`config.mk`:
```
export PLATFORM = sky130hd
export DESIGN_NAME = bridge_power_mgmt_regs
export DESIGN_NICKNAME = d
export VERILOG_FILES = /design/src/core/pm_regs_pkg.sv /design/src/core/strap_sync.sv /design/src/core/reset_stretch.sv /design/src/core/bridge_power_mgmt_regs.sv
export SDC_FILE = /design/constraint.sdc
export NUM_CORES = 1
export LEC_CHECK = 0
export BUFFER_PORTS_ARGS = -buffer_cell sky130_fd_sc_hd__buf_4
export CORE_MARGIN = 1.5
export CORE_UTILIZATION = 42
export CTS_BUF_LIST = sky130_fd_sc_hd__clkbuf_8
export DETAILED_ROUTE_END_ITERATION = 7
export PLACE_DENSITY = 0.88
export SLEW_MARGIN = 20
export SYNTH_ARGS = -nofsm -noshare
export SYNTH_HDL_FRONTEND = slang
export SYNTH_SLANG_ARGS = --single-unit
```
`constraint.sdc`:
```
create_clock -name clk -period 3.1 [get_ports clk]
set_input_delay 0.465 -clock clk [delete_from_list [all_inputs] [get_ports clk]]
set_output_delay 0.465 -clock clk [all_outputs]
set_load 0.02 [all_outputs]
```
`src/core/pm_regs_pkg.sv`:
```
`default_nettype none

package pm_regs_pkg;

	////////////////////////////////////////////////////////////////////////
	// Register indices; the byte address on the bus is four times the index
	localparam logic [9:0] PM_CAP_IDX = 10'h0DE;
	localparam logic [9:0] PM_CSR_IDX = 10'h0E0;
	localparam logic [9:0] BR_EXT_IDX = 10'h0E2;
	localparam logic [9:0] PM_DATA_IDX = 10'h0E3;

	////////////////////////////////////////////////////////////////////////
	// Capability word, held in bits 15:0 of its bus word
	localparam int PM_REV_LSB = 0;
	localparam int PM_REV_MSB = 2;
	localparam logic [2:0] PM_REV_VAL = 3'h1;
	localparam int CAP_WAKE_CLK_BIT = 3;
	localparam int CAP_AUX_BIT = 4;
	localparam int CAP_DSI_BIT = 5;
	localparam int CAP_D1_BIT = 9;
	localparam int CAP_D2_BIT = 10;
	localparam int CAP_WAKE_LSB = 11;
	localparam int CAP_WAKE_MSB = 15;
	localparam logic [12:0] CAP_UPPER_VAL = 13'h0000;

	////////////////////////////////////////////////////////////////////////
	// Power control word, held in bits 15:0 of its bus word
	localparam int PS_LSB = 0;
	localparam int PS_MSB = 1;
	localparam int CSR_WAKE_EN_BIT = 8;
	localparam int CSR_DSEL_LSB = 9;
	localparam int CSR_DSEL_MSB = 12;
	localparam int CSR_DSCALE_LSB = 13;
	localparam int CSR_DSCALE_MSB = 14;
	localparam int CSR_WAKE_STS_BIT = 15;
	localparam logic [13:0] CSR_UPPER_VAL = 14'h0000;

	typedef enum logic [1:0] {
		PS_D0 = 2'h0,
		PS_D1 = 2'h1,
		PS_D2 = 2'h2,
		PS_D3 = 2'h3
	} pstate_t;

	localparam pstate_t PS_RESET = PS_D0;

	////////////////////////////////////////////////////////////////////////
	// Support extensions byte, held in bits 7:0 of its bus word
	localparam int EXT_CLK_STOP_BIT = 6;
	localparam int EXT_CTRL_EN_BIT = 7;
	localparam logic [5:0] EXT_RSVD_VAL = 6'h00;

	// Power data byte
	localparam logic [7:0] PM_DATA_VAL = 8'h00;

	////////////////////////////////////////////////////////////////////////
	// Timing
	localparam int CHIP_RST_CYCLES = 16;

endpackage

`default_nettype wire

```
`src/core/strap_sync.sv`:
```
`default_nettype none

module strap_sync
	import pm_regs_pkg::*;
(
	input wire logic clk,
	input wire logic reset,
	input wire logic pin,
	output logic level
);

	// First stage feeds only the second stage
	logic meta_r;
	logic level_r;

	always_ff @(posedge clk) begin
		if (reset) begin
			meta_r <= 1'b0;
			level_r <= 1'b0;
		end else begin
			meta_r <= pin;
			level_r <= meta_r;
		end
	end

	assign level = level_r;

endmodule

`default_nettype wire

```
`src/core/reset_stretch.sv`:
```
`default_nettype none

module reset_stretch
	import pm_regs_pkg::*;
#(
	parameter int CYCLES = CHIP_RST_CYCLES
)
(
	input wire logic clk,
	input wire logic reset,
	input wire logic start,
	output logic active
);

	localparam int CW = $clog2(CYCLES + 1);
	localparam logic [CW-1:0] LOAD = CW'(CYCLES);

	logic [CW-1:0] cnt_r;
	logic [CW-1:0] cnt_nxt;
	logic active_r;

	// A restart while running reloads the full length
	assign cnt_nxt = start ? LOAD : (cnt_r != '0) ? cnt_r - CW'(1) : cnt_r;

	always_ff @(posedge clk) begin
		if (reset) begin
			cnt_r <= '0;
			active_r <= 1'b0;
		end else begin
			cnt_r <= cnt_nxt;
			active_r <= (cnt_nxt != '0);
		end
	end

	assign active = active_r;

endmodule

`default_nettype wire

```
`src/core/bridge_power_mgmt_regs.sv`:
```
`default_nettype none

module bridge_power_mgmt_regs
	import pm_regs_pkg::*;
#(
	parameter int ADDR_W = 12,
	parameter int RST_CYCLES = CHIP_RST_CYCLES
)
(
	input wire logic clk,
	input wire logic reset,
	input wire logic psel,
	input wire logic penable,
	input wire logic pwrite,
	input wire logic [ADDR_W-1:0] paddr,
	input wire logic [31:0] pwdata,
	input wire logic [3:0] pstrb,
	output logic [31:0] prdata,
	output logic pready,
	output logic pslverr,
	input wire logic bus_pwr_clk_ctrl_strap,
	output logic chip_reset,
	output logic sec_clk_stop,
	output logic sec_bus_rst_n
);

	////////////////////////////////////////////////////////////////////////
	// Decode helpers

	function automatic logic reg_hit(input logic [ADDR_W-1:0] a, input logic [9:0] idx);
		reg_hit = (a[ADDR_W-1:2] == (ADDR_W-2)'(idx));
	endfunction

	function automatic logic ps_legal(input logic [1:0] v);
		ps_legal = (v == PS_D0) || (v == PS_D3);
	endfunction

	////////////////////////////////////////////////////////////////////////
	// Strap and chip reset

	logic strap_s;
	logic chip_rst_start;

	strap_sync u_strap (
		.clk(clk),
		.reset(reset),
		.pin(bus_pwr_clk_ctrl_strap),
		.level(strap_s)
	);

	reset_stretch #(
		.CYCLES(RST_CYCLES)
	) u_chip_rst (
		.clk(clk),
		.reset(reset),
		.start(chip_rst_start),
		.active(chip_reset)
	);

	////////////////////////////////////////////////////////////////////////
	// Bus handshake
	// One wait state keeps read data and error both from flip-flops

	logic pready_r;
	logic pslverr_r;
	logic [31:0] prdata_r;
	wire access = psel & penable;
	wire done = access & pready_r;
	wire wr_en = done & pwrite;

	wire hit_cap = reg_hit(paddr, PM_CAP_IDX);
	wire hit_csr = reg_hit(paddr, PM_CSR_IDX);
	wire hit_ext = reg_hit(paddr, BR_EXT_IDX);
	wire hit_data = reg_hit(paddr, PM_DATA_IDX);
	wire hit_any = hit_cap | hit_csr | hit_ext | hit_data;

	////////////////////////////////////////////////////////////////////////
	// Power state

	pstate_t ps_r;
	pstate_t ps_nxt;
	logic sec_clk_stop_r;
	logic sec_bus_rst_n_r;

	wire [1:0] ps_wdata = pwdata[PS_MSB:PS_LSB];
	wire ps_wr = wr_en & hit_csr & pstrb[0];
	// Unimplemented codes are dropped; the access still completes
	wire ps_wr_ok = ps_wr & ps_legal(ps_wdata);

	assign ps_nxt = ps_wr_ok ? pstate_t'(ps_wdata) : ps_r;
	assign chip_rst_start = ps_wr_ok && (ps_r == PS_D3) && (ps_wdata == PS_D0);

	always_ff @(posedge clk) begin
		if (reset) begin
			ps_r <= PS_RESET;
		end else begin
			ps_r <= ps_nxt;
		end
	end

	// Secondary clocks stop only when the strap enables the mechanism
	always_ff @(posedge clk) begin
		if (reset) begin
			sec_clk_stop_r <= 1'b0;
		end else begin
			sec_clk_stop_r <= strap_s & (ps_r == PS_D3);
		end
	end

	// The chip reset from D3 exit leaves this output alone
	always_ff @(posedge clk) begin
		if (reset) begin
			sec_bus_rst_n_r <= 1'b0;
		end else begin
			sec_bus_rst_n_r <= 1'b1;
		end
	end

	////////////////////////////////////////////////////////////////////////
	// Read words

	wire [15:0] cap_word = {CAP_UPPER_VAL, PM_REV_VAL};
	wire [15:0] csr_word = {CSR_UPPER_VAL, ps_r};
	// Clock stop flag follows the strap; zero when disabled
	wire clock_stop_in_d3hot_flag = strap_s;
	wire [7:0] ext_word = {strap_s, clock_stop_in_d3hot_flag, EXT_RSVD_VAL};
	wire [7:0] data_word = PM_DATA_VAL;

	wire [31:0] rd_word = hit_cap ? {16'h0000, cap_word} :
		hit_csr ? {16'h0000, csr_word} :
		hit_ext ? {24'h000000, ext_word} :
		hit_data ? {24'h000000, data_word} : 32'h00000000;

	always_ff @(posedge clk) begin
		if (reset) begin
			pready_r <= 1'b0;
			pslverr_r <= 1'b0;
			prdata_r <= 32'h00000000;
		end else begin
			pready_r <= access & ~pready_r;
			pslverr_r <= access & ~pready_r & ~hit_any;
			prdata_r <= (access & ~pready_r & ~pwrite) ? rd_word : 32'h00000000;
		end
	end

	assign prdata = prdata_r;
	assign pready = pready_r;
	assign pslverr = pslverr_r;
	assign sec_clk_stop = sec_clk_stop_r;
	assign sec_bus_rst_n = sec_bus_rst_n_r;

	wire rd_done = done & ~pwrite;
	logic was_reset_r;

	always_ff @(posedge clk) begin
		was_reset_r <= reset;
	end

	// Counts chip reset cycles since the last start, so a restart is measured from its own start
	localparam int LW = $clog2(RST_CYCLES + 1);
	logic [LW-1:0] rst_len_r;

	always_ff @(posedge clk) begin
		if (reset) begin
			rst_len_r <= '0;
		end else if (chip_rst_start) begin
			rst_len_r <= '0;
		end else if (chip_reset) begin
			rst_len_r <= rst_len_r + LW'(1);
		end
	end
endmodule

`default_nettype wire

```
# ---- After elaboration in Yosys (flattened, before gate mapping)
# Index checks and enable logic that the tools add are counted.
# W data, S select, Z words.
dict set report classes {
  add_sub_neg 1
  n_eq_ne 6
  mux 5
  bitwise_logic 18
  n_reduce_logical 9
}
# op n
set op_table {}
lappend op_table {{$eq A10 B8 Y1 const B} 4}
lappend op_table {{$and A1 B1 Y1} 10}
lappend op_table {{$mux W5} 2}
lappend op_table {{$reduce_bool A5 Y1} 2}
lappend op_table {{$not A1 Y1} 5}
lappend op_table {{$reduce_or A5 Y1} 1}
lappend op_table {{$sub A5 B1 Y5 const B} 1}
lappend op_table {{$eq A2 B2 Y1 const B} 2}
lappend op_table {{$or A1 B1 Y1} 3}
lappend op_table {{$reduce_or A3 Y1} 1}
lappend op_table {{$logic_and A1 B1 Y1} 2}
lappend op_table {{$logic_not A2 Y1} 1}
lappend op_table {{$mux W1} 2}
lappend op_table {{$mux W2} 1}
lappend op_table {{$reduce_or A2 Y1} 1}
lappend op_table {{$logic_or A1 B1 Y1} 1}
dict set report word_totals {
  register_bits 17
  in_bits 54
  out_inout_bits 37
  word_cells 51
}

# ---- Logic depth before layout (Yosys ltp)
# Gate-level depths: netlist (run 1).
dict set report logic_depth {
  depth_word 10
  depth_mapped 6
}

# ---- Modules after synthesis
# From an unflattened synthesis (run 1), not the netlist that was laid out.
dict set report hier_totals {
  cells_unflattened 113
  area_unflattened_um2 992.2
}
# module n_inst cells_each area_each_um2 seq_area_each_um2
set by_module_without_submodules {}
lappend by_module_without_submodules {bridge_power_mgmt_regs 1 76 663.1 180.2}
lappend by_module_without_submodules {reset_stretch 1 33 276.5 120.1}
lappend by_module_without_submodules {strap_sync 1 4 52.6 40.0}

# ---- Worst setup path before layout (run 1)
# Ideal clock, no wire load.
dict set report synth_timing {
  kind {input port to flip-flop}
  startpoint {in pwdata[0]}
  endpoint {reg ps_r[0]}
  setup_time_ns 0.132
  arrival_ns 1.517
  required_ns 2.968
  setup_slack_ns 1.451
  stages 5
  n_path_buf 0
  path_cell_list {inv_1 ha_1 or4b_1 o21ai_0 a21oi_1}
}
dict set report synth_between {
  elab_chain_len 3
  elab_cells_between_ends 4
  cone_classes {1 x eq/ne; 1 x bitwise; 2 x reduce/logical}
}
# element line
set synth_lines {}
lappend synth_lines {{start: declaration} bridge_power_mgmt_regs.sv:16} ;# input wire logic [31:0] pwdata,
lappend synth_lines {{$eq A2 B2 Y1 / $logic_not A2 Y1 (equally long branches)} bridge_power_mgmt_regs.sv:35} ;# ps_legal = (v == PS_D0) || (v == PS_D3);
lappend synth_lines {{$logic_or A1 B1 Y1} bridge_power_mgmt_regs.sv:35}
lappend synth_lines {{$and A1 B1 Y1} bridge_power_mgmt_regs.sv:88} ;# wire ps_wr_ok = ps_wr & ps_legal(ps_wdata);
lappend synth_lines {{end signal: assignment} bridge_power_mgmt_regs.sv:97} ;# ps_r <= ps_nxt;
lappend synth_lines {{end: declaration} bridge_power_mgmt_regs.sv:80} ;# pstate_t ps_r;
# Parallel ways exist; a longest one is shown, timed or not.
# A chain may end at the register's enable or synchronous reset.

# ---- Worst setup path after layout (run 1)
# Same ends and word-level chain as after synthesis.

==> flow_metrics.env, run 1 <==
export IMPL_hpwl_um=1430
export IMPL_nFillCells=196
export IMPL_arrival_ns=1.71
export IMPL_hold_buffers=0
export IMPL_drt_first_pass_iters=4
export IMPL_layout_nets=200
export IMPL_postSynthAreaPerCell_um2=9.04
export IMPL_hold_viol=0
export IMPL_clkPwrFrac=0.238
export IMPL_switchingPower_uw=230
export IMPL_cp_slowest_cell="or4b_1"
export IMPL_skew_ns=0.00410
export IMPL_cts_tree="yes"
export IMPL_p_comb_frac=0.364
export IMPL_yosys_warnings=0
export IMPL_crit_family="simple AND/OR/NAND/NOR gates"
export IMPL_rsz0062_at_grt="no"
export IMPL_synth_edf_count=0
export IMPL_period_share=0.504
export IMPL_vias=815
export IMPL_power_leakage_nw=0.558
export IMPL_wl_um=1780
export IMPL_grt_max_degree=13
export IMPL_yosysTopAreaCellShare=0.327
export IMPL_gp_congestion=0.901
export IMPL_dieArea_um2=2780
export IMPL_max_vdd_ir_drop_mv=0.303
export IMPL_post_cts_setup_buffer_count=0
export IMPL_setup_viol=0
export IMPL_required_ns=3.24
export IMPL_async_flop_share=0
export IMPL_start_kind="primary input"
export IMPL_ctsResizeCount=0
export IMPL_clock_latency_ns=0.25
export IMPL_initial_core_util=0.457
export IMPL_grtUsageTotal=0.132
export IMPL_coreArea_um2=2280
export IMPL_cts_buffer_depth=2
export IMPL_area_growth_synth_to_final_pct=15.6
export IMPL_design_portCount=91
export IMPL_synth_area_um2=1040
export IMPL_overflow=0
export IMPL_timing_hold_ws_ns=0.412
export IMPL_end_kind="flop"
export IMPL_cts_sinks=17
export IMPL_crit_type="in -> reg"
export IMPL_drive_gt1_frac=0.252
export IMPL_crit_fanout=2
export IMPL_synth_yosys_seq_area_share=0.327
export IMPL_cap_violations=0
export IMPL_hold_path_class="in -> reg"
export IMPL_antenna_cells=0
export IMPL_drt_iter0_markers=20
export IMPL_clk_pin_slew_ns=0.06
export IMPL_synthDistinctLibCells=37
export IMPL_cts_buffers=3
export IMPL_antenna_left=0
export IMPL_io_buffer_count=27
export IMPL_wl_per_cell_um=10.4
export IMPL_slew_violations=0
export IMPL_period_needed_ns=1.56
export IMPL_grt_pass1_wl_um=2650
export IMPL_yosysMostFrequentCell="buf_4"
export IMPL_synthFlopType="dfxtp_1"
export IMPL_ys_top_cells_by_area="dfxtp_1, buf_4, and3_1"
export IMPL_synth_top_area_cell="dfxtp_1"
export IMPL_synth_seq_cells=17
export IMPL_grt_antenna_before_repair=0
export IMPL_num_rows=17
export IMPL_power_density_nw_per_um2=557
export IMPL_die_w_um=52.8
export IMPL_cts_root_buffer="clkbuf_8"
export IMPL_p_int_uw=440
export IMPL_grt_pass1_vias=621
export IMPL_cts_htree_levels=1
export IMPL_viasPerCell=4.77
export IMPL_synth_cells=115
export IMPL_setup_tns_ns=0
export IMPL_max_stage_delay_ns=0.55
export IMPL_pwr_share_seq=0.397
export IMPL_status="finished, final reports clean"
export IMPL_fp_dieH_um=52.8
export IMPL_path_cells="buf_4 -> inv_1 -> ha_1 -> or4b_1 -> o21ai_0 -> a21oi_1"
export IMPL_cp_num_buf_inv=2
export IMPL_synth_commonest_cells="buf_4, dfxtp_1, inv_1"
export IMPL_fmax_ghz=0.640
export IMPL_drc=0
export IMPL_netSwitchingFraction=0.343
[power by group through the flow]
| stage | clock [mW] | sequential, mW | combinational, mW |
|---|---|---|---|
| floorplan | 0 | 0.277 | 0.202 |
| global placement | 0 | 0.269 | 0.235 |
| detailed placement | 0 | 0.271 | 0.244 |
| CTS | 0.163 | 0.266 | 0.245 |
| global route | 0.172 | 0.270 | 0.279 |
| finish | 0.159 | 0.266 | 0.244 |
[cell families after synthesis]
logic type      Yosys count  share of synthesized area
simple gates             42                      0.276
buf+inv                  36                      0.235
flops                    17                      0.327
compound gates           14                      0.110
xor+xnor                  3                     0.0253
fa+ha+maj                 2                     0.0241
other cells               1                    0.00361
[flip-flops by register name, summed over array words and instances, names as in the netlist]
name	flops
u_strap.level	1
pready	1
sec_clk_stop	1
u_strap.meta_r	1
sec_bus_rst_n	1
u_chip_rst.cnt_r	5
prdata	3
ps_r	2
pslverr	1
u_chip_rst.active	1
[layout make-up]
type / count / area, um2 / share of cell area
Inverter: 6 / 22.5 / 0.0187
Sequential cell: 17 / 340 / 0.283
Clock buffer: 3 / 41.3 / 0.0343
Timing Repair Buffer: 27 / 203 / 0.169
Clock inverter: 1 / 3.75 / 0.00312
Multi-Input combinational cell: 89 / 557 / 0.463
Tap cell: 28 / 35.0 / 0.0291
[through the flow]
| step | std cells | area, um2 | utilization | total power, mW | setup WS (ns) |
|---|---|---|---|---|---|
| 3_3_place_gp | 167 | 1160 | 0.509 | 0.504 | 1.30 |
| 6_report | 171 | 1200 | 0.528 | 0.670 | 1.54 |
| 5_1_grt | 171 | 1200 | 0.528 | 0.721 | 1.43 |
| 2_1_floorplan | 142 | 1140 | - | 0.479 | 1.45 |
| 4_1_cts | 171 | 1200 | 0.528 | 0.675 | 1.56 |
| 3_5_place_dp | 167 | 1160 | 0.509 | 0.515 | 1.29 |
[metal layers]
layer | vias up | part of all wire | global-route usage
li1 | 404 | - | -
met3 | 5 | 0.077 | 0.0514
met4 | 0 | 0.020 | 0.0641
met1 | 363 | 0.43 | 0.165
met2 | 43 | 0.47 | 0.196
met5 | - | 0 | 0
[final timing paths]
path / startpoint / to / slack (ns) / depth (start not counted)
worst min-delay path: pwrite / prdata[0] / 0.41 / 2
worst min register to register: u_strap.meta_r / u_strap.level / 0.44 / 1
worst max register to register: u_chip_rst.cnt_r[0] / u_chip_rst.cnt_r[1] / 1.60 / 6
worst max-delay path: pwdata[0] / ps_r[0] / 1.54 / 6
[layout by cell type (no fill, tap or decap), types with 2 or more instances in the layout]
cell type / n
clkbuf_8: 3
nand3_1: 4
nor4_1: 2
or3_1: 2
nor4b_1: 2
ha_1: 2
a31oi_1: 2
a21oi_1: 3
conb_1: 28
nand2_1: 4
buf_4: 27
nor2_1: 3
nor2b_1: 2
nor3_1: 4
nand2b_1: 2
and2_1: 2
and3_1: 5
o21ai_0: 4
xnor2_1: 2
inv_1: 7
dfxtp_1: 17
(Power assumes the default switching activity.)
==> run 2, diff against run 1 <==
Settings changed: ABC_AREA from default to 1, CORE_UTILIZATION 42 to 39, PLACE_DENSITY 0.88 to 0.82.
Clock period 3.1 ns to 1.45 ns, I/O delays scaled along.
==> flow_metrics.env, run 2 <==
export IMPL_ys_top_cells_by_area="dfxtp_1, buf_4, nand2_1"
export IMPL_viasPerCell=4.24
export IMPL_crit_type="reg -> reg"
export IMPL_cts_root_buffer="clkbuf_8"
export IMPL_vias=832
export IMPL_setup_tns_ns=0
export IMPL_design_portCount=91
export IMPL_required_ns=1.60
export IMPL_antenna_cells=0
export IMPL_yosysMostFrequentCell="buf_4"
export IMPL_postSynthAreaPerCell_um2=7.78
export IMPL_synthDistinctLibCells=25
export IMPL_start_kind="flop"
export IMPL_max_vdd_ir_drop_mv=0.994
export IMPL_synth_cells=138
export IMPL_place_inst=192
export IMPL_slew_violations=0
export IMPL_layout_common_cells="conb_1, buf_4, nand2_1"
export IMPL_period_needed_ns=1.31
export IMPL_initial_core_util=0.422
export IMPL_yosysTopAreaCellShare=0.317
export IMPL_setup_viol=0
export IMPL_cap_violations=0
export IMPL_grt_busiest_layer="met2"
export IMPL_synth_area_um2=1070
export IMPL_drt_iter0_markers=11
export IMPL_wl_per_cell_um=9.10
export IMPL_overflow=0
export IMPL_hold_buffers=0
export IMPL_hold_viol=0
export IMPL_cts_buffers=3
export IMPL_rsz0062_at_grt="no"
export IMPL_post_cts_setup_buffer_count=0
export IMPL_cts_sinks=17
export IMPL_met2_usage=0.184
export IMPL_area_growth_synth_to_final_pct=16.6
export IMPL_power_density_nw_per_um2=1410
export IMPL_yosys_warnings=0
export IMPL_arrival_ns=1.46
export IMPL_layout_nets=223
export IMPL_cts_tree="yes"
export IMPL_grtUsageMet1=0.125
export IMPL_synthFlopType="dfxtp_1"
export IMPL_drt_first_pass_iters=6
export IMPL_cts_buffer_depth=2
export IMPL_dieArea_um2=3080
export IMPL_use_met3=0.0211
export IMPL_hold_path_class="in -> reg"
export IMPL_power_leakage_nw=0.610
export IMPL_grt_pass1_wl_um=2660
export IMPL_grt_antenna_before_repair=0
export IMPL_end_kind="flop"
export IMPL_async_flop_share=0
export IMPL_grtUsageTotal=0.110
export IMPL_gp_congestion=0.789
export IMPL_drc=0
export IMPL_wl_um=1780
export IMPL_instances_no_fill=196
export IMPL_synth_edf_count=0
export IMPL_fp_dieH_um=55.5
export IMPL_die_w_um=55.5
export IMPL_clock_latency_ns=0.25
export IMPL_antenna_left=0
export IMPL_synth_commonest_cells="buf_4, nand2_1, dfxtp_1"
export IMPL_largest_register_ffs=5
export IMPL_cts_htree_levels=1
export IMPL_coreArea_um2=2540
export IMPL_num_rows=18
export IMPL_period_share=0.906
export IMPL_status="finished, final reports clean"
export IMPL_grt_max_degree=11
export IMPL_skew_ns=0.00103
export IMPL_top_register="u_chip_rst.cnt_r"
export IMPL_hpwl_um=1420
export IMPL_synth_seq_cells=17
export IMPL_mostFrequentLayoutCell="conb_1"
export IMPL_io_buffer_count=27
export IMPL_synth_yosys_seq_area_share=0.317
export IMPL_synth_top_area_cell="dfxtp_1"
export IMPL_grt_pass1_vias=674
export IMPL_crit_fanout=5
export IMPL_clk_pin_slew_ns=0.07
export IMPL_drive_gt1_frac=0.319
export IMPL_fmax_ghz=0.762
## run 2: cell count changes after synthesis, moves of 3 or more
cell	previous run	this run
and3_1	5	0
inv_1	6	15
nand2_1	4	21
nand3_2	0	3
nand4_1	1	6
nor2_1	3	13
nor2_2	0	5
o21ai_0	4	0
## run 2: logic make-up after synthesis
| kind of cell | synth area share |
|---|---|
| buf+inv | 0.267 |
| simple gates | 0.347 |
| fa+ha+maj | 0.0233 |
| other cells | 0.00349 |
| flops | 0.317 |
| xor+xnor | 0.00816 |
| compound gates | 0.0338 |
## run 2: final timing paths
kind | slack (ns) | endpoint | cells after the start | start
setup / recovery | 0.14 | u_chip_rst.active | 9 | u_chip_rst.cnt_r[0]
hold / removal | 0.16 | u_strap.meta_r | 3 | bus_pwr_clk_ctrl_strap
hold reg to reg | 0.40 | u_strap.level | 2 | u_strap.meta_r
setup reg to reg | 0.14 | u_chip_rst.active | 9 | u_chip_rst.cnt_r[0]
## run 2: area by class of cell
class / instances / area [um2]
clock inverters: 1 / 5.00
inverters: 17 / 63.8
flip-flops and latches: 17 / 340
well taps: 30 / 37.5
clock buffers: 3 / 41.3
fillers: 249 / 1290
repair buffers: 27 / 203
multi-input cells: 101 / 561
## run 2: what timing repair did
action | CTS | global route
endpoints found under the hold margin | 0 | 0
endpoints found under the setup margin | 0 | 1
resized for setup | 0 | 2
## run 2: stage by stage
stage | worst slack [ns] | hold WS [ns] | total power, mW | util | instance area [um2]
after global routing | 0.0346 | 0.179 | 1.90 | 0.492 | 1250
after floorplan | 0.226 | 0.324 | 1.26 | - | 1170
after CTS | 0.0947 | 0.159 | 1.72 | 0.487 | 1240
final | 0.137 | 0.162 | 1.77 | 0.492 | 1250
after detailed placement | 0.0761 | 0.392 | 1.36 | 0.469 | 1190
after global placement | 0.0747 | 0.392 | 1.33 | 0.469 | 1190
## run 2: critical path: stages (launching register included)
cell     delay (ns)
dfxtp_1        0.31
inv_1          0.15
ha_4           0.19
nand3_2        0.12
nand2_1        0.09
nand2_1        0.07
inv_1          0.06
nand4_1        0.10
nand2_1        0.08
nand2_1        0.04
## run 2: power by group
part / internal [mW] / switching, mW / leakage (nW)
combinational: 0.313 / 0.497 / 0.445
clock: 0.191 / 0.163 / 0.0255
sequential: 0.545 / 0.0576 / 0.139
## run 2: metal layers
layer / wire length, um / part of all wire / vias up
met3: 101 / 0.057 / 4
met4: 33 / 0.018 / 0
met1: 733 / 0.41 / 361
met5: 0 / 0 / -
met2: 916 / 0.51 / 35
li1: - / - / 432
